[src/shared/cfg_loader_defines.svh]
`ifndef CFG_LOADER_DEFINES_SVH
`define CFG_LOADER_DEFINES_SVH

// ==========================================================
// Register map and command key
`define SOFT_RESET_ADDR 5'h0a
`define SOFT_RESET_KEY 8'h5a

// ==========================================================
// Timing field reset values
`define DFLT_ALIGNER_BYPASS 1'b1
`define DFLT_HALF_PERIOD 1'b0
`define DFLT_DATA_DELAY 3'h6
`define DFLT_CLOCK_DELAY 3'h6

// ==========================================================
// Reset duration: 85 us at 10 ns period, fixed count of clock periods
`define RESET_TIME_NS 85000
`define REF_PERIOD_NS 10
`define RESET_CYCLES (`RESET_TIME_NS / `REF_PERIOD_NS)

// ==========================================================
// Timing field codes
`define DELAY_NOMINAL 3'h0
`define DELAY_NEG_BIT 2

`endif

[src/shared/cfg_loader_pkg.sv]
package cfg_loader_pkg;

  // ==========================================================
  // Timing control fields
  typedef struct packed {
    logic aligner_bypass;
    logic half_period_delay;
    logic [2:0] data_delay_sel;
    logic [2:0] out_clock_delay_sel;
  } timing_cfg_t;

  // ==========================================================
  // Serial register write strobe with address and data
  typedef struct packed {
    logic valid;
    logic [4:0] addr;
    logic [7:0] data;
  } reg_write_t;

  typedef enum logic [1:0] {
    ST_WAIT_POWER,
    ST_LOADING,
    ST_RUN
  } load_state_t;

endpackage : cfg_loader_pkg

[src/logic/register_reset_and_output_timing_cfg.sv]
`timescale 1ns/1ps
`include "cfg_loader_defines.svh"

module register_reset_and_output_timing_cfg #(
  parameter int unsigned RESET_CYCLES = `RESET_CYCLES,
  parameter logic [7:0] CFG_ADDR = 8'h07
) (
  input wire logic clock,
  input wire logic rst_n,
  input wire logic clock_en,
  input wire logic analog_supply,
  input wire logic serial_port_disable,
  input wire logic power_down_pin,
  input wire logic mux_mode,
  input wire cfg_loader_pkg::reg_write_t wr,
  input wire cfg_loader_pkg::timing_cfg_t nv_defaults,
  output cfg_loader_pkg::timing_cfg_t timing_ff,
  output logic half_delay_eff_ff,
  output logic reset_busy_ff,
  output logic order_error_ff
);

  // ==========================================================
  // State
  cfg_loader_pkg::load_state_t state_ff, nxt_state;
  cfg_loader_pkg::timing_cfg_t nxt_timing;
  logic [31:0] count_ff, nxt_count;
  logic pd_prev_ff, nxt_pd_prev;
  logic nxt_busy, nxt_half_eff, nxt_order_err;
  logic soft_hit, hard_hit, wr_ok;

  // Signed sixteenths of the period for ordering comparison
  function automatic logic signed [2:0] delay_val(input logic [2:0] c);
    if (c[`DELAY_NEG_BIT])
      delay_val = -$signed({1'b0, c[1:0]});
    else
      delay_val = $signed({1'b0, c[1:0]});
  endfunction : delay_val

  // ==========================================================
  // Next state
  always_comb begin
    nxt_state = state_ff;
    nxt_timing = timing_ff;
    nxt_count = count_ff;
    nxt_pd_prev = power_down_pin;
    // Serial writes are ignored while pins own configuration
    wr_ok = wr.valid && !serial_port_disable;
    soft_hit = wr_ok && wr.addr == `SOFT_RESET_ADDR &&
      wr.data == `SOFT_RESET_KEY;
    hard_hit = serial_port_disable && pd_prev_ff && !power_down_pin;
    unique case (state_ff)
      cfg_loader_pkg::ST_WAIT_POWER: begin
        // Reaching here at all implies the clock runs
        if (analog_supply) begin
          nxt_state = cfg_loader_pkg::ST_LOADING;
          nxt_count = 32'h0;
        end
      end
      cfg_loader_pkg::ST_LOADING: begin
        nxt_timing = nv_defaults;
        if (soft_hit || hard_hit)
          nxt_count = 32'h0;
        else if (count_ff >= RESET_CYCLES - 1)
          nxt_state = cfg_loader_pkg::ST_RUN;
        else
          nxt_count = count_ff + 32'h1;
      end
      cfg_loader_pkg::ST_RUN: begin
        if (soft_hit || hard_hit) begin
          nxt_state = cfg_loader_pkg::ST_LOADING;
          nxt_count = 32'h0;
        end else if (wr_ok && wr.addr == CFG_ADDR[4:0]) begin
          // Config byte maps onto the struct bit for bit
          nxt_timing = cfg_loader_pkg::timing_cfg_t'(wr.data);
        end
      end
    endcase
    if (!analog_supply)
      nxt_state = cfg_loader_pkg::ST_WAIT_POWER;
    nxt_busy = nxt_state != cfg_loader_pkg::ST_RUN;
    nxt_half_eff = nxt_timing.half_period_delay && !mux_mode;
    // Flag an ordering that the capture side cannot use
    nxt_order_err = nxt_timing.aligner_bypass &&
      delay_val(nxt_timing.out_clock_delay_sel) >
      delay_val(nxt_timing.data_delay_sel);
  end

  // ==========================================================
  // Registers
  always_ff @(posedge clock or negedge rst_n) begin
    if (!rst_n) begin
      state_ff <= cfg_loader_pkg::ST_WAIT_POWER;
      timing_ff <= {`DFLT_ALIGNER_BYPASS, `DFLT_HALF_PERIOD,
        `DFLT_DATA_DELAY, `DFLT_CLOCK_DELAY};
      count_ff <= 32'h0;
      pd_prev_ff <= 1'b0;
      reset_busy_ff <= 1'b1;
      half_delay_eff_ff <= 1'b0;
      order_error_ff <= 1'b0;
    end else if (clock_en) begin
      state_ff <= nxt_state;
      timing_ff <= nxt_timing;
      count_ff <= nxt_count;
      pd_prev_ff <= nxt_pd_prev;
      reset_busy_ff <= nxt_busy;
      half_delay_eff_ff <= nxt_half_eff;
      order_error_ff <= nxt_order_err;
    end
  end
endmodule : register_reset_and_output_timing_cfg

[config.mk]
export PLATFORM = sky130hd
export DESIGN_NAME = register_reset_and_output_timing_cfg
export DESIGN_NICKNAME = d
export VERILOG_FILES = /design/src/shared/cfg_loader_pkg.sv /design/src/logic/register_reset_and_output_timing_cfg.sv
export VERILOG_INCLUDE_DIRS = /design/src /design/src/shared
export SDC_FILE = /design/constraint.sdc
export NUM_CORES = 1
export LEC_CHECK = 0
export ABC_AREA = 1
export BUFFER_PORTS_ARGS = -buffer_cell sky130_fd_sc_hd__buf_2
export CORE_UTILIZATION = 45
export DETAILED_ROUTE_END_ITERATION = 10
export PLACE_DENSITY = 0.73
export SETUP_SLACK_MARGIN = 0.3
export SYNTH_ARGS = -nofsm -noshare
export SYNTH_HDL_FRONTEND = slang
export SYNTH_SLANG_ARGS = --single-unit
[constraint.sdc]
create_clock -name clock -period 5.43 [get_ports clock]
set_input_delay 0.8145 -clock clock [delete_from_list [all_inputs] [get_ports clock]]
set_output_delay 0.8145 -clock clock [all_outputs]
set_load 0.05 [all_outputs]
* After elaboration in Yosys (flattened, before gate mapping)
Index checks and enable logic that the tools add are counted.
Operators by class: div/mod/pow operators 0, bitwise gates (word level) 0, shift-type cells 0, multiply operators 0, reductions and logical operators 14, equal/unequal tests 9, $add $sub $neg 3, $lt $le $gt $ge 2, muxes and demuxes 15
Operator list (number):
- 32-bit 2-to-1 mux | 4
- 32-bit case mux with 3 select lines | 1
- 32-bit by 1-bit adder with 32-bit output (second input constant) | 1
- 32-bit by 14-bit >= comparator with 1-bit output (second input constant) | 1
- 8-bit 2-to-1 mux | 2
- 8-bit case mux with 2 select lines | 1
- 8-bit by 7-bit == test with 1-bit output (second input constant) | 1
- 1-bit logical AND | 8
- 2-bit 2-to-1 mux | 4
- 3-bit 2-to-1 mux | 2
- 2-bit inequality test (second input constant) | 3
- 2-bit negation with 3-bit output | 2
- 2-bit case mux with 3 select lines | 1
- 5-bit by 3-bit == test with 1-bit output (second input constant) | 1
- 5-bit by 4-bit == test with 1-bit output (second input constant) | 1
- 4-bit AND reduction | 1
- 3-bit greater-than comparator | 1
- 1-bit logical NOT | 3
- 3-bit inequality test (second input constant) | 1
- 2-bit by 1-bit == test with 1-bit output (second input constant) | 1
- 2-bit == test (second input constant) | 1
- 2-bit logical NOT | 1
- 1-bit logical OR | 1
Word-level totals: memory bits (writable) 0, memory bits (read-only) 0, memories kept 0, output and inout bits 11, latch bits 0, word-level logic and storage cells 53, flip-flop bits (word level) 46, input bits 29

* Longest topological paths before layout
word-level depth 11, gate-level depth with buffers 17, gate-level depth less buffers 17

* Worst setup path after synthesis
OpenSTA, ideal clock, no wires.
kind input -> register, start input port wr[11] (netlist bit), end register order_error_ff, data arrival time 2831 ps, slack 2472 ps, stages 17, library setup time 127 ps, path through inv_2 > nand2_1 > nor2_1 > nand2_2 > a21oi_1 > o21ai_0 > a22oi_1 > inv_1 > ha_1 > nand3_1 > nand2_1 > ha_1 > inv_1 > nor2_1 > o311ai_0 > o21a_1 > o21ai_0
Between the ends: word-level cells in the longest chain between the ends 10, elaborated cells on any way between the ends 15, classes of those cells add/sub (2); order compare (1); eq/ne (2); mux (5); reduce/logical (5)
Ends and longest elaborated chain:
- start, declared | RTL line register_reset_and_output_timing_cfg.sv:15 | input wire cfg_loader_pkg::reg_write_t wr,
- 5-bit by 4-bit == test with 1-bit output (no source line)
- 1-bit logical AND (no source line) (2 in series)
- 1-bit logical OR | RTL line register_reset_and_output_timing_cfg.sv:70 | if (soft_hit || hard_hit) begin
- 8-bit 2-to-1 mux * | RTL line register_reset_and_output_timing_cfg.sv:70
- 8-bit case mux with 2 select lines * | RTL line register_reset_and_output_timing_cfg.sv:52 | unique case (state_ff)
- 2-bit negation with 3-bit output | RTL line register_reset_and_output_timing_cfg.sv:35 | delay_val = -$signed({1'b0, c[1:0]});
- 3-bit 2-to-1 mux | RTL line register_reset_and_output_timing_cfg.sv:34 | if (c[`DELAY_NEG_BIT])
- 3-bit greater-than comparator | RTL line register_reset_and_output_timing_cfg.sv:85 | delay_val(nxt_timing.out_clock_delay_sel) >
- 1-bit logical AND * | RTL line register_reset_and_output_timing_cfg.sv:84 | nxt_order_err = nxt_timing.aligner_bypass &&
- end signal, assigned | RTL line register_reset_and_output_timing_cfg.sv:108 | order_error_ff <= nxt_order_err;
- end, declared | RTL line register_reset_and_output_timing_cfg.sv:20 | output logic order_error_ff
Every way passes the cells marked *; elsewhere a longest branch is shown, timed or not. A chain may end at the register's enable or synchronous reset.

* Worst setup path in the final report
start register state_ff[0], end register order_error_ff
Between the ends: word-level cells in the longest chain between the ends 6, elaborated cells on any way between the ends 9, classes of those cells add/sub (2); order compare (1); eq/ne (2); mux (3); reduce/logical (1)
Ends and longest elaborated chain:
- start, declared | RTL line register_reset_and_output_timing_cfg.sv:25 | cfg_loader_pkg::load_state_t state_ff, nxt_state;
- start signal, assigned | RTL line register_reset_and_output_timing_cfg.sv:93 | state_ff <= cfg_loader_pkg::ST_WAIT_POWER;
- start signal, assigned | RTL line register_reset_and_output_timing_cfg.sv:102 | state_ff <= nxt_state;
- 2-bit == test or 2-bit by 1-bit == test with 1-bit output (tied branches) | RTL line register_reset_and_output_timing_cfg.sv:52
- 8-bit case mux with 2 select lines * | RTL line register_reset_and_output_timing_cfg.sv:52
- 2-bit negation with 3-bit output | RTL line register_reset_and_output_timing_cfg.sv:35
- 3-bit 2-to-1 mux | RTL line register_reset_and_output_timing_cfg.sv:34
- 3-bit greater-than comparator | RTL line register_reset_and_output_timing_cfg.sv:85
- 1-bit logical AND * | RTL line register_reset_and_output_timing_cfg.sv:84
Marked as above.

==> results.cfg <==
[run_status]
status = complete, no violations

[yosys]
synth_edf_count = 0
synth.avg_cell_area_um2 = 7.568
synth_warnings = 0
synth_cell_type_count = 36
ys_seq_area_frac = 0.4138
synthArstFlopShare = 1.000
synth_top_flop_cell = dfrtp_1
synthesis.area_um2 = 2800
synthCells = 370
ys_seq_elements = 46
syn-num-nets = 408

[clock_network]
cts_buffers = 5
htreeDepth = 2
post_cts_buffers = 0
clockBufferDepth = 2
cts_resized = 0
clkLatencyLatePin_ns = 0.30
numClockSinks = 46
cts_tree = yes
clockRootBuffer = clkbuf_8
clkTransAtPathRegs_ns = 0.10
cts_hold_buf = 0

[power]
p_leak_nw = 1.524
p_int_mw = 0.5903
p_comb_frac = 0.286
peakVddDrop_mv = 0.2145
p_clk_frac = 0.291
power.density_nw_per_um2 = 295.6
seq_power_share = 0.423
fin_total_pwr_mw = 0.9237
switchingPower_mw = 0.3333
sw_frac_of_total = 0.3609

[setup_path]
r2r_end = order_error_ff
critPathMaxFanout = 14
cp-end-kind = register
crit_required_ns = 5.62
reg2reg_from = state_ff[0]
reg2regPathDepth = 15
arrival_ns = 3.37
path_class = reg -> reg
ff2ff_setup_slack_ns = 2.26
critPathLaunchType = register

[cells_and_area]
fill_cells = 595
drive_gt1_frac = 0.1990
syn_to_final_growth_pct = 11.57
fin_util = 0.5246
register_area_um2 = 1159
multi_input_area_um2 = 1333
final_cells = 482
layout_commonest_cell = nand2_1
fin_nets = 444
final_cell_mix = nand2_1 (81), inv_1 (54), nor2_1 (53)
diodes = 0

[floorplanning]
start_util = 0.4702
core_area_um2 = 5956
die_x_um = 80.89
dieArea_um2 = 6542
rows = 28
io_pins = 40
die_y_um = 80.89

[placement]
post-place-cells = 474
gp_congestion = 0.8459
port_buffers = 39
dp_hpwl_um = 4138

[detailed_routing]
routed_wl_um = 5764
drt_iter0_markers = 101
routed_via_density = 4.934
post-route-drc-count = 0
firstDrtPassIters = 4
wire_per_inst_um = 11.96
vias = 2378
antenna_left = 0

[grt]
antenna_found_initial = 0
overflow = 0
grt_pass1_wl_um = 10050
grt_max_degree = 47
top_usage_layer = met2
use_met2 = 0.3403
grtUsageTotal = 0.1976
grt_pass1_vias = 2322
grt_use_met1 = 0.2431
grtUsageMet3 = 0.04270

[min_path]
hold_depth = 2
holdCritPathClass = reg -> reg
hold_path.startpoint = timing_ff[2]
hold_end = timing_ff[2]

[sta]
hold_viol_final = 0
final.setup.tns_ns = 0
finalClockSkew_ns = 0.006127
period_minus_slack_ns = 3.173
hold_slack_ns = 0.4942
setup_viol = 0
worst_pin_slew_ns = 1.010
period_share = 0.5844
clock.fmax_mhz = 315.1
final_max_slew_viol_count = 0
max_slew_margin = 0.3266
rsz0062_at_grt = false

[run]
maxCapViolCount = 0
==> synth_stat cells (3+ instances only) <==
library cell	number	area, um2
nand4_1	4	25.02
o21ai_0	21	105.1
ha_1	9	112.6
nor2_2	3	18.77
inv_2	3	11.26
dfrtp_1	40	1001
nand3b_1	3	22.52
xor2_1	5	43.79
buf_4	3	22.52
dfstp_2	6	157.7
nor3_1	7	35.03
nor2_1	53	198.9
o21ai_2	9	78.83
nand2_4	3	33.78
o21ai_1	5	25.02
nor3b_1	3	22.52
inv_1	54	202.7
nand3_1	8	40.04
a21oi_1	25	125.1
nand2_1	81	304.0
nand3_2	5	50.05
==> power by group through the flow <==
stage / Combinational (mW) / Sequential, mW / Clock (mW)
floorplan: 0.133 / 0.463 / 0
global placement: 0.254 / 0.397 / 0
detailed placement: 0.261 / 0.397 / 0
CTS: 0.266 / 0.391 / 0.276
global route: 0.296 / 0.395 / 0.287
finish: 0.264 / 0.391 / 0.268
==> critical path: stages, from the launching register on <==
cell and delay [ns]:
dfrtp_1 0.40, inv_1 0.10, ha_1 0.39, inv_1 0.38, a21oi_1 0.08, a22oi_1 0.26, inv_1 0.09, ha_1 0.30
nand3_1 0.08, nand2_1 0.06, ha_1 0.31, inv_1 0.06, nor2_1 0.04, o311ai_0 0.29, o21a_1 0.17, o21ai_0 0.06
==> kinds of logic after synthesis <==
kind of cell | Yosys count | synth area share
buf+inv | 69 | 0.1104
simple gates | 174 | 0.2819
fa+ha+maj | 9 | 0.04022
flops | 46 | 0.4138
compound gates | 67 | 0.1381
xor+xnor | 5 | 0.01564
==> worst max path at each step <==
stage / startpoint / end
3_3_place_gp: wr[11] / order_error_ff
5_1_grt: state_ff[0] / order_error_ff
6_report: state_ff[0] / order_error_ff
2_1_floorplan: wr[11] / order_error_ff
3_5_place_dp: serial_port_disable / order_error_ff
4_1_cts: state_ff[0] / order_error_ff
==> metal layers <==
metal / vias to the layer above / part of all wire
met5: - / 0
met3: 7 / 0.034
li1: 1236 / -
met2: 42 / 0.49
met4: 0 / 0.012
met1: 1093 / 0.46
==> through the flow <==
stage	worst slack, ns	instance area (um2)
after detailed placement	2.032	3007
after floorplan	2.472	2800
after global placement	2.160	3007
after CTS	2.280	3124
after global routing	1.943	3124
final	2.257	3124
==> area by class of cell <==
cell class / instances / share of cell area
clock buffers: 5 / 0.02203
clock inverters: 3 / 0.01562
inverters: 59 / 0.07249
multi-input cells: 255 / 0.4265
flip-flops and latches: 46 / 0.3708
well taps: 75 / 0.03004
repair buffers: 39 / 0.06247
==> state kept, by name (all words and copies together) (netlist names) <==
signal,count
order_error_ff,1
reset_busy_ff,1
half_delay_eff_ff,1
pd_prev_ff,1
timing_ff,8
state_ff,2
count_ff,32
Note: power is estimated with default switching activity, not from simulation.
